### config.mk
export PLATFORM = sky130hd
export DESIGN_NAME = pmc_pad_mode_config_bank
export DESIGN_NICKNAME = d
export VERILOG_FILES = /design/src/pmc_pkg.sv /design/src/pmc_regbus_if.sv /design/src/pmc_apb_port.sv /design/src/pmc_pad_mode_config_bank.sv /design/src/pmc_reg_word.sv
export SDC_FILE = /design/constraint.sdc
export NUM_CORES = 1
export LEC_CHECK = 0
export BUFFER_PORTS_ARGS = -buffer_cell sky130_fd_sc_hd__buf_2
export CAP_MARGIN = 20
export CORE_ASPECT_RATIO = 1.75
export CORE_MARGIN = 2
export CORE_UTILIZATION = 47
export CTS_BUF_LIST = sky130_fd_sc_hd__clkbuf_16
export DETAILED_ROUTE_END_ITERATION = 12
export GPL_TIMING_DRIVEN = 0
export PLACE_DENSITY = 0.81
export SLEW_MARGIN = 15
export SYNTH_ARGS = -nofsm -noshare
export SYNTH_HDL_FRONTEND = slang
export SYNTH_SLANG_ARGS = --single-unit
export TNS_END_PERCENT = 100
### constraint.sdc
create_clock -name clk_sys_i -period 5.9 [get_ports clk_sys_i]
set_clock_uncertainty 0.1 [all_clocks]
set_input_delay 0.59 -clock clk_sys_i [delete_from_list [all_inputs] [get_ports clk_sys_i]]
set_output_delay 0.59 -clock clk_sys_i [all_outputs]
set_load 0.05 [all_outputs]
### src/pmc_pkg.sv
// Purpose: Shared constants, types and decode functions of the pad mode bank
// Assumes: APB with 32-bit data; register index times four is the byte address
// Notes:   Registers are 16 bits wide and sit in the low half of each word
package pmc_pkg;

  // ==========================================================================
  // Bus geometry
  localparam int PMC_ADDR_W = 18;
  localparam int PMC_DATA_W = 32;
  localparam int PMC_REG_W  = 16;
  localparam int PMC_IDX_W  = 16;
  localparam int PMC_SLOTS  = 17;
  localparam int PMC_SLOT_W = 5;
  localparam int PMC_POCONS = 10;
  localparam int PMC_NIBS   = 4;

  // ==========================================================================
  // Register indices (byte address = index * 4)
  localparam logic [15:0] PMC_IDX_PORT0_LOW_PAD_DRIVE_CTL = 16'hF080;
  localparam logic [15:0] PMC_IDX_PORT0_HIGH_PAD_DRIVE_CTL = 16'hF082;
  localparam logic [15:0] PMC_IDX_PORT1_LOW_PAD_DRIVE_CTL = 16'hF084;
  localparam logic [15:0] PMC_IDX_PORT1_HIGH_PAD_DRIVE_CTL = 16'hF086;
  localparam logic [15:0] PMC_IDX_PORT2_PAD_DRIVE_CTL  = 16'hF088;
  localparam logic [15:0] PMC_IDX_PORT3_PAD_DRIVE_CTL  = 16'hF08A;
  localparam logic [15:0] PMC_IDX_PORT4_PAD_DRIVE_CTL  = 16'hF08C;
  localparam logic [15:0] PMC_IDX_PORT6_PAD_DRIVE_CTL  = 16'hF08E;
  localparam logic [15:0] PMC_IDX_PORT7_PAD_DRIVE_CTL  = 16'hF090;
  localparam logic [15:0] PMC_IDX_PORT8_PAD_DRIVE_CTL  = 16'hF092;
  localparam logic [15:0] PMC_IDX_ODP2    = 16'hF0C0;
  localparam logic [15:0] PMC_IDX_ODP3    = 16'hF0C2;
  localparam logic [15:0] PMC_IDX_ODP4    = 16'hF0C4;
  localparam logic [15:0] PMC_IDX_ODP6    = 16'hF0C6;
  localparam logic [15:0] PMC_IDX_ODP7    = 16'hF0C8;
  localparam logic [15:0] PMC_IDX_ODP8    = 16'hF0CA;
  localparam logic [15:0] PMC_IDX_INPUT_THRESHOLD_SELECT   = 16'hF1C4;

  // ==========================================================================
  // Storage slots
  localparam logic [4:0] PMC_SLOT_POCON0 = 5'h00;
  localparam logic [4:0] PMC_SLOT_ODP2   = 5'h0A;
  localparam logic [4:0] PMC_SLOT_ODP3   = 5'h0B;
  localparam logic [4:0] PMC_SLOT_ODP4   = 5'h0C;
  localparam logic [4:0] PMC_SLOT_ODP6   = 5'h0D;
  localparam logic [4:0] PMC_SLOT_ODP7   = 5'h0E;
  localparam logic [4:0] PMC_SLOT_ODP8   = 5'h0F;
  localparam logic [4:0] PMC_SLOT_INPUT_THRESHOLD_SELECT  = 5'h10;

  // ==========================================================================
  // Masks, reset value, field positions
  localparam logic [15:0] PMC_MASK_BYTE  = 16'h00FF;
  localparam logic [15:0] PMC_MASK_WORD  = 16'hFFFF;
  localparam logic [15:0] PMC_MASK_INPUT_THRESHOLD_SELECT = 16'h00DF;
  localparam logic [15:0] PMC_MASK_NONE  = 16'h0000;
  localparam logic [15:0] PMC_RST_VAL    = 16'h0000;
  localparam int PMC_NIB_W  = 4;
  localparam int PMC_EC_LSB = 0;
  localparam int PMC_DC_LSB = 2;
  localparam int PMC_P2LIN  = 0;
  localparam int PMC_P2HIN  = 1;
  localparam int PMC_P3LIN  = 2;
  localparam int PMC_P3HIN  = 3;
  localparam int PMC_P4LIN  = 4;
  localparam int PMC_P7LIN  = 6;
  localparam int PMC_P8LIN  = 7;

  typedef logic [15:0] pmc_word_t;

  typedef enum logic [1:0] {
    PMC_ST_IDLE = 2'b00,
    PMC_ST_RESP = 2'b01
  } pmc_state_t;

  // Index to {hit, slot}
  function automatic logic [5:0] pmc_slot_of(input logic [15:0] idx);
    case (idx)
      PMC_IDX_PORT0_LOW_PAD_DRIVE_CTL: pmc_slot_of = 6'h20;
      PMC_IDX_PORT0_HIGH_PAD_DRIVE_CTL: pmc_slot_of = 6'h21;
      PMC_IDX_PORT1_LOW_PAD_DRIVE_CTL: pmc_slot_of = 6'h22;
      PMC_IDX_PORT1_HIGH_PAD_DRIVE_CTL: pmc_slot_of = 6'h23;
      PMC_IDX_PORT2_PAD_DRIVE_CTL:  pmc_slot_of = 6'h24;
      PMC_IDX_PORT3_PAD_DRIVE_CTL:  pmc_slot_of = 6'h25;
      PMC_IDX_PORT4_PAD_DRIVE_CTL:  pmc_slot_of = 6'h26;
      PMC_IDX_PORT6_PAD_DRIVE_CTL:  pmc_slot_of = 6'h27;
      PMC_IDX_PORT7_PAD_DRIVE_CTL:  pmc_slot_of = 6'h28;
      PMC_IDX_PORT8_PAD_DRIVE_CTL:  pmc_slot_of = 6'h29;
      PMC_IDX_ODP2:    pmc_slot_of = {1'b1, PMC_SLOT_ODP2};
      PMC_IDX_ODP3:    pmc_slot_of = {1'b1, PMC_SLOT_ODP3};
      PMC_IDX_ODP4:    pmc_slot_of = {1'b1, PMC_SLOT_ODP4};
      PMC_IDX_ODP6:    pmc_slot_of = {1'b1, PMC_SLOT_ODP6};
      PMC_IDX_ODP7:    pmc_slot_of = {1'b1, PMC_SLOT_ODP7};
      PMC_IDX_ODP8:    pmc_slot_of = {1'b1, PMC_SLOT_ODP8};
      PMC_IDX_INPUT_THRESHOLD_SELECT:   pmc_slot_of = {1'b1, PMC_SLOT_INPUT_THRESHOLD_SELECT};
      default:         pmc_slot_of = 6'h00;
    endcase
  endfunction

  // Implemented bits of each slot
  function automatic logic [15:0] pmc_mask_of(input int slot);
    case (slot)
      4, 5, 10, 11: pmc_mask_of = PMC_MASK_WORD;
      16:           pmc_mask_of = PMC_MASK_INPUT_THRESHOLD_SELECT;
      default:      pmc_mask_of = (slot < PMC_SLOTS) ? PMC_MASK_BYTE : PMC_MASK_NONE;
    endcase
  endfunction

endpackage

### src/pmc_regbus_if.sv
// Purpose: Carrier between the APB front end and the register storage
// Assumes: Single clock domain
// Notes:   Index is the word index taken from the APB address
`timescale 1ns/10ps
interface pmc_regbus_if;
  logic        wr_en;
  logic [15:0] index;
  logic [15:0] wdata;
  logic [1:0]  wstrb;
  logic [15:0] rdata;
  logic        hit;

  modport front (output wr_en, index, wdata, wstrb, input rdata, hit);
  modport bank  (input wr_en, index, wdata, wstrb, output rdata, hit);
endinterface

### src/pmc_apb_port.sv
// Purpose: APB slave front end; answers every access in two access cycles
// Assumes: Master holds request until pready
// Notes:   Unmapped index gives pslverr and zero read data
`timescale 1ns/10ps
module pmc_apb_port
  import pmc_pkg::*;
(
  input  wire logic                            clk_sys_i,
  input  wire logic                            reset_i,
  input  wire logic                            psel_i,
  input  wire logic                            penable_i,
  input  wire logic                            pwrite_i,
  input  wire logic [pmc_pkg::PMC_ADDR_W-1:0]  paddr_i,
  input  wire logic [pmc_pkg::PMC_DATA_W-1:0]  pwdata_i,
  input  wire logic [3:0]                      pstrb_i,
  output logic      [pmc_pkg::PMC_DATA_W-1:0]  prdata_o,
  output logic                                 pready_o,
  output logic                                 pslverr_o,
  pmc_regbus_if.front                          rb
);
  import pmc_pkg::*;

  typedef struct packed {
    pmc_state_t       st;
    logic             ready;
    logic             slverr;
    logic [31:0]      rdata;
  } pmc_apb_state_t;

  pmc_apb_state_t cur_ff;
  pmc_apb_state_t nxt_cur;

  // ==========================================================================
  // Request fields
  assign rb.index = paddr_i[PMC_ADDR_W-1:2];
  assign rb.wdata = pwdata_i[PMC_REG_W-1:0];
  assign rb.wstrb = pstrb_i[1:0];
  // Write lands at the edge that samples pready high
  assign rb.wr_en = (cur_ff.st == PMC_ST_RESP) & psel_i & penable_i & pwrite_i & rb.hit;

  // ==========================================================================
  // Answer sequencing
  always_comb begin
    nxt_cur        = cur_ff;
    nxt_cur.ready  = 1'b0;
    nxt_cur.slverr = 1'b0;
    case (cur_ff.st)
      PMC_ST_IDLE: begin
        if (psel_i && penable_i) begin
          nxt_cur.st     = PMC_ST_RESP;
          nxt_cur.ready  = 1'b1;
          nxt_cur.slverr = ~rb.hit;
          nxt_cur.rdata  = (!pwrite_i && rb.hit) ? {16'h0000, rb.rdata} : 32'h0000_0000;
        end
      end
      PMC_ST_RESP: begin
        nxt_cur.st = PMC_ST_IDLE;
      end
      default: begin
        nxt_cur.st = PMC_ST_IDLE;
      end
    endcase
  end

  always_ff @(posedge clk_sys_i or posedge reset_i) begin
    if (reset_i) begin
      cur_ff <= '0;
    end else begin
      cur_ff <= nxt_cur;
    end
  end

  assign prdata_o  = cur_ff.rdata;
  assign pready_o  = cur_ff.ready;
  assign pslverr_o = cur_ff.slverr;

endmodule // pmc_apb_port

### src/pmc_pad_mode_config_bank.sv
// Purpose: Pad configuration bank: open drain, input threshold, edge and drive
// Assumes: APB master, single 10 MHz clock, async active-high reset
// Notes:   All configuration outputs come straight from register flops
`timescale 1ns/10ps
// Operation
// RL1: one open-drain bit per line, zero push-pull
// RL2: open-drain registers only ports 2,3,4,6,7,8
// RL3: open-drain registers in extended register space
// RL4: threshold bit per port byte
// RL5: low-byte bit selects TTL or hysteresis
// RL6: high-byte bit selects TTL or hysteresis
// RL7: threshold never touches direction or output mode
// RL8: 2-bit edge rate per nibble
// RL9: 2-bit drive strength per nibble
// RL10: edge codes fast, slow, reserved
// RL11: drive codes max, dynamic, reduced, reserved
// RL12: 8-bit port register high byte reads zero
// RL13: 16-bit layout four nibbles, reset zero
// RL14: ten pad registers consecutive F080 to F092
// RL15: outputs follow write next cycle, codes stored raw
module pmc_pad_mode_config_bank
  import pmc_pkg::*;
(
  input  wire logic                            clk_sys_i,
  input  wire logic                            reset_i,
  input  wire logic                            apb_psel_i,
  input  wire logic                            apb_penable_i,
  input  wire logic                            apb_pwrite_i,
  input  wire logic [pmc_pkg::PMC_ADDR_W-1:0]  apb_paddr_i,
  input  wire logic [pmc_pkg::PMC_DATA_W-1:0]  apb_pwdata_i,
  input  wire logic [3:0]                      apb_pstrb_i,
  output logic      [pmc_pkg::PMC_DATA_W-1:0]  apb_prdata_o,
  output logic                                 apb_pready_o,
  output logic                                 apb_pslverr_o,
  output logic      [15:0]                     open_drain_select_p2_o,
  output logic      [15:0]                     open_drain_select_p3_o,
  output logic      [7:0]                      open_drain_select_p4_o,
  output logic      [7:0]                      open_drain_select_p6_o,
  output logic      [7:0]                      open_drain_select_p7_o,
  output logic      [7:0]                      open_drain_select_p8_o,
  output logic      [1:0]                      level_select_p2_o,
  output logic      [1:0]                      level_select_p3_o,
  output logic                                 level_select_p4_o,
  output logic                                 level_select_p7_o,
  output logic                                 level_select_p8_o,
  output logic      [9:0][3:0][1:0]            nibble_edge_rate_o,
  output logic      [9:0][3:0][1:0]            nibble_drive_strength_o
);
  import pmc_pkg::*;

  pmc_regbus_if rb ();

  pmc_word_t            word_val [PMC_SLOTS];
  logic [PMC_SLOTS-1:0] word_wr;
  logic [5:0]           slot_dec;

  // ==========================================================================
  // APB front end
  pmc_apb_port u_apb (
    .clk_sys_i (clk_sys_i),
    .reset_i   (reset_i),
    .psel_i    (apb_psel_i),
    .penable_i (apb_penable_i),
    .pwrite_i  (apb_pwrite_i),
    .paddr_i   (apb_paddr_i),
    .pwdata_i  (apb_pwdata_i),
    .pstrb_i   (apb_pstrb_i),
    .prdata_o  (apb_prdata_o),
    .pready_o  (apb_pready_o),
    .pslverr_o (apb_pslverr_o),
    .rb        (rb.front)
  );

  // ==========================================================================
  // Address decode and read mux
  assign slot_dec = pmc_slot_of(rb.index); // RL14 RL3 RL2
  assign rb.hit   = slot_dec[5];

  always_comb begin
    rb.rdata = 16'h0000;
    word_wr  = '0;
    for (int s = 0; s < PMC_SLOTS; s++) begin
      if (rb.hit && (slot_dec[PMC_SLOT_W-1:0] == PMC_SLOT_W'(s))) begin
        rb.rdata   = word_val[s]; // RL12
        word_wr[s] = rb.wr_en;
      end
    end
  end

  // ==========================================================================
  // Storage: pad drive words, open-drain words, threshold word
  for (genvar g = 0; g < PMC_SLOTS; g++) begin : g_word
    pmc_reg_word #(
      .MASK  (pmc_mask_of(g)), // RL12 RL13
      .RESET (PMC_RST_VAL)     // RL1 RL13
    ) u_word (
      .clk_sys_i (clk_sys_i),
      .reset_i   (reset_i),
      .wr_en_i   (word_wr[g]),
      .wstrb_i   (rb.wstrb),
      .wdata_i   (rb.wdata),
      .value_o   (word_val[g])
    );
  end

  // ==========================================================================
  // Open-drain selects, one bit per line
  assign open_drain_select_p2_o = word_val[PMC_SLOT_ODP2];       // RL1
  assign open_drain_select_p3_o = word_val[PMC_SLOT_ODP3];       // RL1
  assign open_drain_select_p4_o = word_val[PMC_SLOT_ODP4][7:0];  // RL1
  assign open_drain_select_p6_o = word_val[PMC_SLOT_ODP6][7:0];  // RL1
  assign open_drain_select_p7_o = word_val[PMC_SLOT_ODP7][7:0];  // RL1
  assign open_drain_select_p8_o = word_val[PMC_SLOT_ODP8][7:0];  // RL1

  // ==========================================================================
  // Input thresholds, one bit per byte; only the threshold pads see these
  assign level_select_p2_o = {word_val[PMC_SLOT_INPUT_THRESHOLD_SELECT][PMC_P2HIN],
                              word_val[PMC_SLOT_INPUT_THRESHOLD_SELECT][PMC_P2LIN]}; // RL4 RL5 RL6 RL7
  assign level_select_p3_o = {word_val[PMC_SLOT_INPUT_THRESHOLD_SELECT][PMC_P3HIN],
                              word_val[PMC_SLOT_INPUT_THRESHOLD_SELECT][PMC_P3LIN]}; // RL4 RL5 RL6 RL7
  assign level_select_p4_o = word_val[PMC_SLOT_INPUT_THRESHOLD_SELECT][PMC_P4LIN];   // RL4 RL5
  assign level_select_p7_o = word_val[PMC_SLOT_INPUT_THRESHOLD_SELECT][PMC_P7LIN];   // RL4 RL5
  assign level_select_p8_o = word_val[PMC_SLOT_INPUT_THRESHOLD_SELECT][PMC_P8LIN];   // RL4 RL5

  // ==========================================================================
  // Nibble edge and drive fields, codes passed raw to the pads
  for (genvar r = 0; r < PMC_POCONS; r++) begin : g_pocon
    for (genvar n = 0; n < PMC_NIBS; n++) begin : g_nib
      assign nibble_edge_rate_o[r][n] =
        word_val[r][PMC_NIB_W*n+PMC_EC_LSB +: 2];    // RL8 RL10 RL13
      assign nibble_drive_strength_o[r][n] =
        word_val[r][PMC_NIB_W*n+PMC_DC_LSB +: 2];    // RL9 RL11 RL13
    end
  end

endmodule // pmc_pad_mode_config_bank

### src/pmc_reg_word.sv
// Purpose: One configuration word with byte-lane writes and a fixed bit mask
// Assumes: Write enable is already qualified by address decode
// Notes:   Unimplemented bits stay at zero and read as zero
`timescale 1ns/10ps
module pmc_reg_word
  import pmc_pkg::*;
#(
  parameter logic [15:0] MASK  = 16'hFFFF,
  parameter logic [15:0] RESET = 16'h0000
) (
  input  wire logic                           clk_sys_i,
  input  wire logic                           reset_i,
  input  wire logic                           wr_en_i,
  input  wire logic [1:0]                     wstrb_i,
  input  wire logic [pmc_pkg::PMC_REG_W-1:0]  wdata_i,
  output logic      [pmc_pkg::PMC_REG_W-1:0]  value_o
);
  import pmc_pkg::*;

  typedef struct packed {
    pmc_word_t value;
  } pmc_word_state_t;

  pmc_word_state_t cur_ff;
  pmc_word_state_t nxt_cur;
  pmc_word_t       lanes;

  // Reserved codes kept as written
  always_comb begin
    lanes   = {{8{wstrb_i[1]}}, {8{wstrb_i[0]}}} & MASK;
    nxt_cur = cur_ff;
    if (wr_en_i) begin
      nxt_cur.value = (cur_ff.value & ~lanes) | (wdata_i & lanes); // RL15
    end
  end

  always_ff @(posedge clk_sys_i or posedge reset_i) begin
    if (reset_i) begin
      cur_ff.value <= RESET & MASK;
    end else begin
      cur_ff <= nxt_cur;
    end
  end

  assign value_o = cur_ff.value;

endmodule // pmc_reg_word

==> results by group <==
Synth
  • Post-synth EDFFs: 0
  • Ys flop type: dfrtp_1
  • Post-synthesis sequential area ratio: 46.4%
  • Syn Std Cell Area: 10000 um2
  • Mean Syn Cell Area: 10.9 um2
  • Cells after synthesis: 919
  • Distinct cell type count after synthesis: 75
  • Yosys reg bits: 186
  • Ys Warns: 0
  • Async S/R FF share, synth: 100%

Placement
  • DP Worst Slack: 1.19 ns
  • Port Buffer Count: 220
  • Final RePlAce weighted congestion: 1.01
  • Post-DP HPWL: 28.0 mm

Final layout
  • Area growth, synth to finish: 23.4%
  • Fin nets: 1300
  • Proportion of layout cells with a drive suffix above 1: 43.4%

Clock network
  • Post-CTS Hold Buffers: 0
  • Clk sink count: 186
  • Max H-tree Level: 4
  • Postcts setup bufs: 0
  • Clock Latency Late Sink: 0.45 ns
  • Longest Clk Path Bufs: 2
  • Clock slew at reported path FFs: 0.08 ns
  • CTS Root Cell: clkbuf_16
  • CTS Buf Count: 17
  • Cts repair resizes: 0
  • CTS tree: built

Floorplan
  • Die Y: 197 um
  • Full die area: 22600 um2
  • Num rows: 70
  • Die X: 114 um
  • Core area: 20900 um2
  • Io pins: 324
  • Initial Utilization: 47.9%

Route
  • Residual DRC: 0
  • Met3 WL: 2.67 mm
  • Routed WL: 36.7 mm
  • Vias per cell: 5.98
  • Iteration count of the initial detailed-routing pass: 6
  • DR iter-0 viols: 936
  • Via count: 9006
  • Antenna Violating Nets Remaining: 0
  • WL/cell: 24.3 um
  • Wl on met1: 12.4 mm
  • Routed length on met2: 18.8 mm
  • Uppermost layer routed: met4

STA
  • Final setup margin: 1.39 ns
  • Max-slew violation count: 0
  • FMAX: 0.222 GHz
  • Final Setup Violations: 0
  • Fin crit share: 76.4%
  • Final Hold Viols: 0
  • Setup TNS: 0 ns
  • Max_slew headroom: 17.3%
  • Hold_ws: 0.113 ns
  • Tmin final: 4.51 ns
  • RSZ-0062 raised after global routing: no
  • Worst-Margin Slew: 1.21 ns

Global route
  • GRT overflow: 0
  • Total track usage: 32.2%
  • First-pass GRT wire length: 53.4 mm
  • Initial antenna violation count: 1
  • Pin count of the biggest net entering global routing: 108
  • Vias in the first global route: 8549

Pwr
  • Total Power: 2.67 mW
  • Peak VDD IR: 165 uV
  • Cell Pwr Density: 216 nW/um2
  • Leak: 6.67 nW

Run
  • Max Cap Violations: 0

Min path
  • Worst Hold Class: in -> async

Run status
  • Status: finished clean

Critical path
  • Critical path class: in -> reg
  • Slowest Stage Delay on Critical Path: 1.02 ns
  • Worst Path Buf+Inv: 4
  • Crit path required time: 6.08 ns
  • Worst setup SP type: primary input
  • Critical Path AT: 4.68 ns
  • Crit path cell chain: buf_2 > clkbuf_1 > buf_2 > nand2_1 > a2bb2oi_2 > clkbuf_1 > nor2_1 > a222oi_1 > nor2_1 > a2111oi_0 > o21ai_0
  • Crit-path max FO: 10
  • Crit path max-delay family: compound AO/OA/AOI/OAI gates
  • Critical Path Sink Type: register
  • CP max-delay cell: a2111oi_0
[metrics by stage]
stage | area (um2) | std cells | utilization [%]
final | 12400 | 1507 | 59.1
after global routing | 12400 | 1507 | 59.1
after CTS | 12400 | 1506 | 59.1
after detailed placement | 11800 | 1474 | 56.4
after global placement | 11700 | 1470 | 56.1
after floorplan | 10300 | 998 | -
[sequential cells by signal (all words and copies together), names as in the netlist]
register and cells:
u_apb.pready_o 1, g_word.u_word.value_o 167, u_apb.prdata_o 16, u_apb.cur_ff 1, u_apb.pslverr_o 1
[worst paths after layout]
kind	startpoint	endpoint	slack, ns	cells past startpoint
worst max-delay path	apb_paddr_i[4]	u_apb.prdata_o[0]$_DFFE_PP0P_	1.39	11
worst min-delay path	reset_i	g_word[0].u_word.value_o[3]$_DFFE_PP0P_	0.11	2
worst max register to register	u_apb.cur_ff[34]$_DFFE_PP0P_	g_word[11].u_word.value_o[5]$_DFFE_PP0P_	3.09	5
worst min register to register	u_apb.prdata_o[9]$_DFFE_PP0P_	u_apb.prdata_o[9]$_DFFE_PP0P_	0.38	2
max in group asynchronous	reset_i	g_word[11].u_word.value_o[14]$_DFFE_PP0P_	4.64	3
min in group clk_sys_i	apb_pwdata_i[9]	g_word[11].u_word.value_o[9]$_DFFE_PP0P_	0.32	2
[cell usage after synthesis, drive strengths merged, types with 6 or more instances]
cell / count / area, um2
a221oi: 9 / 78.8
nor2: 52 / 200
nand3: 27 / 140
o21ai: 20 / 100
o31ai: 10 / 75.1
inv: 15 / 56.3
a221o: 12 / 120
o211ai: 7 / 57.6
a211oi: 6 / 45.0
nand2b: 6 / 37.5
o221ai: 10 / 87.6
buf: 103 / 761
clkbuf: 41 / 154
nand2: 58 / 218
mux2: 168 / 1920
and3: 12 / 75.1
nor4: 8 / 56.3
dfrtp: 186 / 4650
nor3: 21 / 115
a21oi: 38 / 190
or4: 8 / 60.1
nand4: 9 / 56.3
[final cells by class]
class                      count  area (um2)
fill                        1836        8560
multi-input combinational    653        4710
sequential                   186        4650
timing repair buffer         224        1150
buffer                       144         915
clock buffer                  17         425
tap                          252         315
clock inverter                15         138
inverter                      15        63.8
antenna                        1        2.50
[cells in the final DEF, fill, tap and decap left out, types with 4 or more instances in the layout]
master      synthesis  final
buf_2               5    226
dfrtp_1           186    186
mux2_2            160    160
buf_4              98    100
conb_1              1     80
nand2_1            58     58
nor2_1             50     50
clkbuf_1           41     41
a21oi_1            38     38
nand3_1            26     26
o21ai_0            19     19
nor3_1             19     19
clkbuf_16           0     17
inv_1              15     14
and3_1             12     12
a221o_1            12     12
o31ai_1            10     10
o221ai_1           10     10
nand4_1             9      9
a221oi_1            9      9
or4_1               8      8
mux2_4              8      8
nand2b_1            6      6
nor4_1              7      6
o211ai_1            6      6
a211oi_1            6      6
inv_8               0      6
or3_1               5      5
a21boi_0            5      5
a31oi_1             5      5
o22ai_1             5      5
a21o_1              5      5
and4_1              4      4
a22oi_1             4      4
clkinvlp_4          0      4
[metal layers]
metal | vias up | GRT usage, %
met4 | 0 | 21.2
met5 | - | 0
met1 | 4367 | 36.0
met3 | 154 | 4.54
met2 | 605 | 56.3
li1 | 3880 | -
[kinds of logic (layout without fill, tap and decap cells)]
group                     after synthesis  after routing  synth area share, %
and+or+nand+nor                       236            236                 12.4
DFF                                   186            186                 46.4
muxes                                 169            169                 19.3
AOI/OAI and AO/OA                     164            164                 11.9
buffers and inverters                 159            415                 9.68
xor gates and xnor gates                4              4                0.349
other                                   1             81               0.0374
[report_power, final]
group / switching (mW) / internal, mW
Clock: 0.568 / 0.557
Combinational: 0.211 / 0.0611
Sequential: 0.000296 / 1.27
Note: power is estimated with default switching activity, not from simulation.
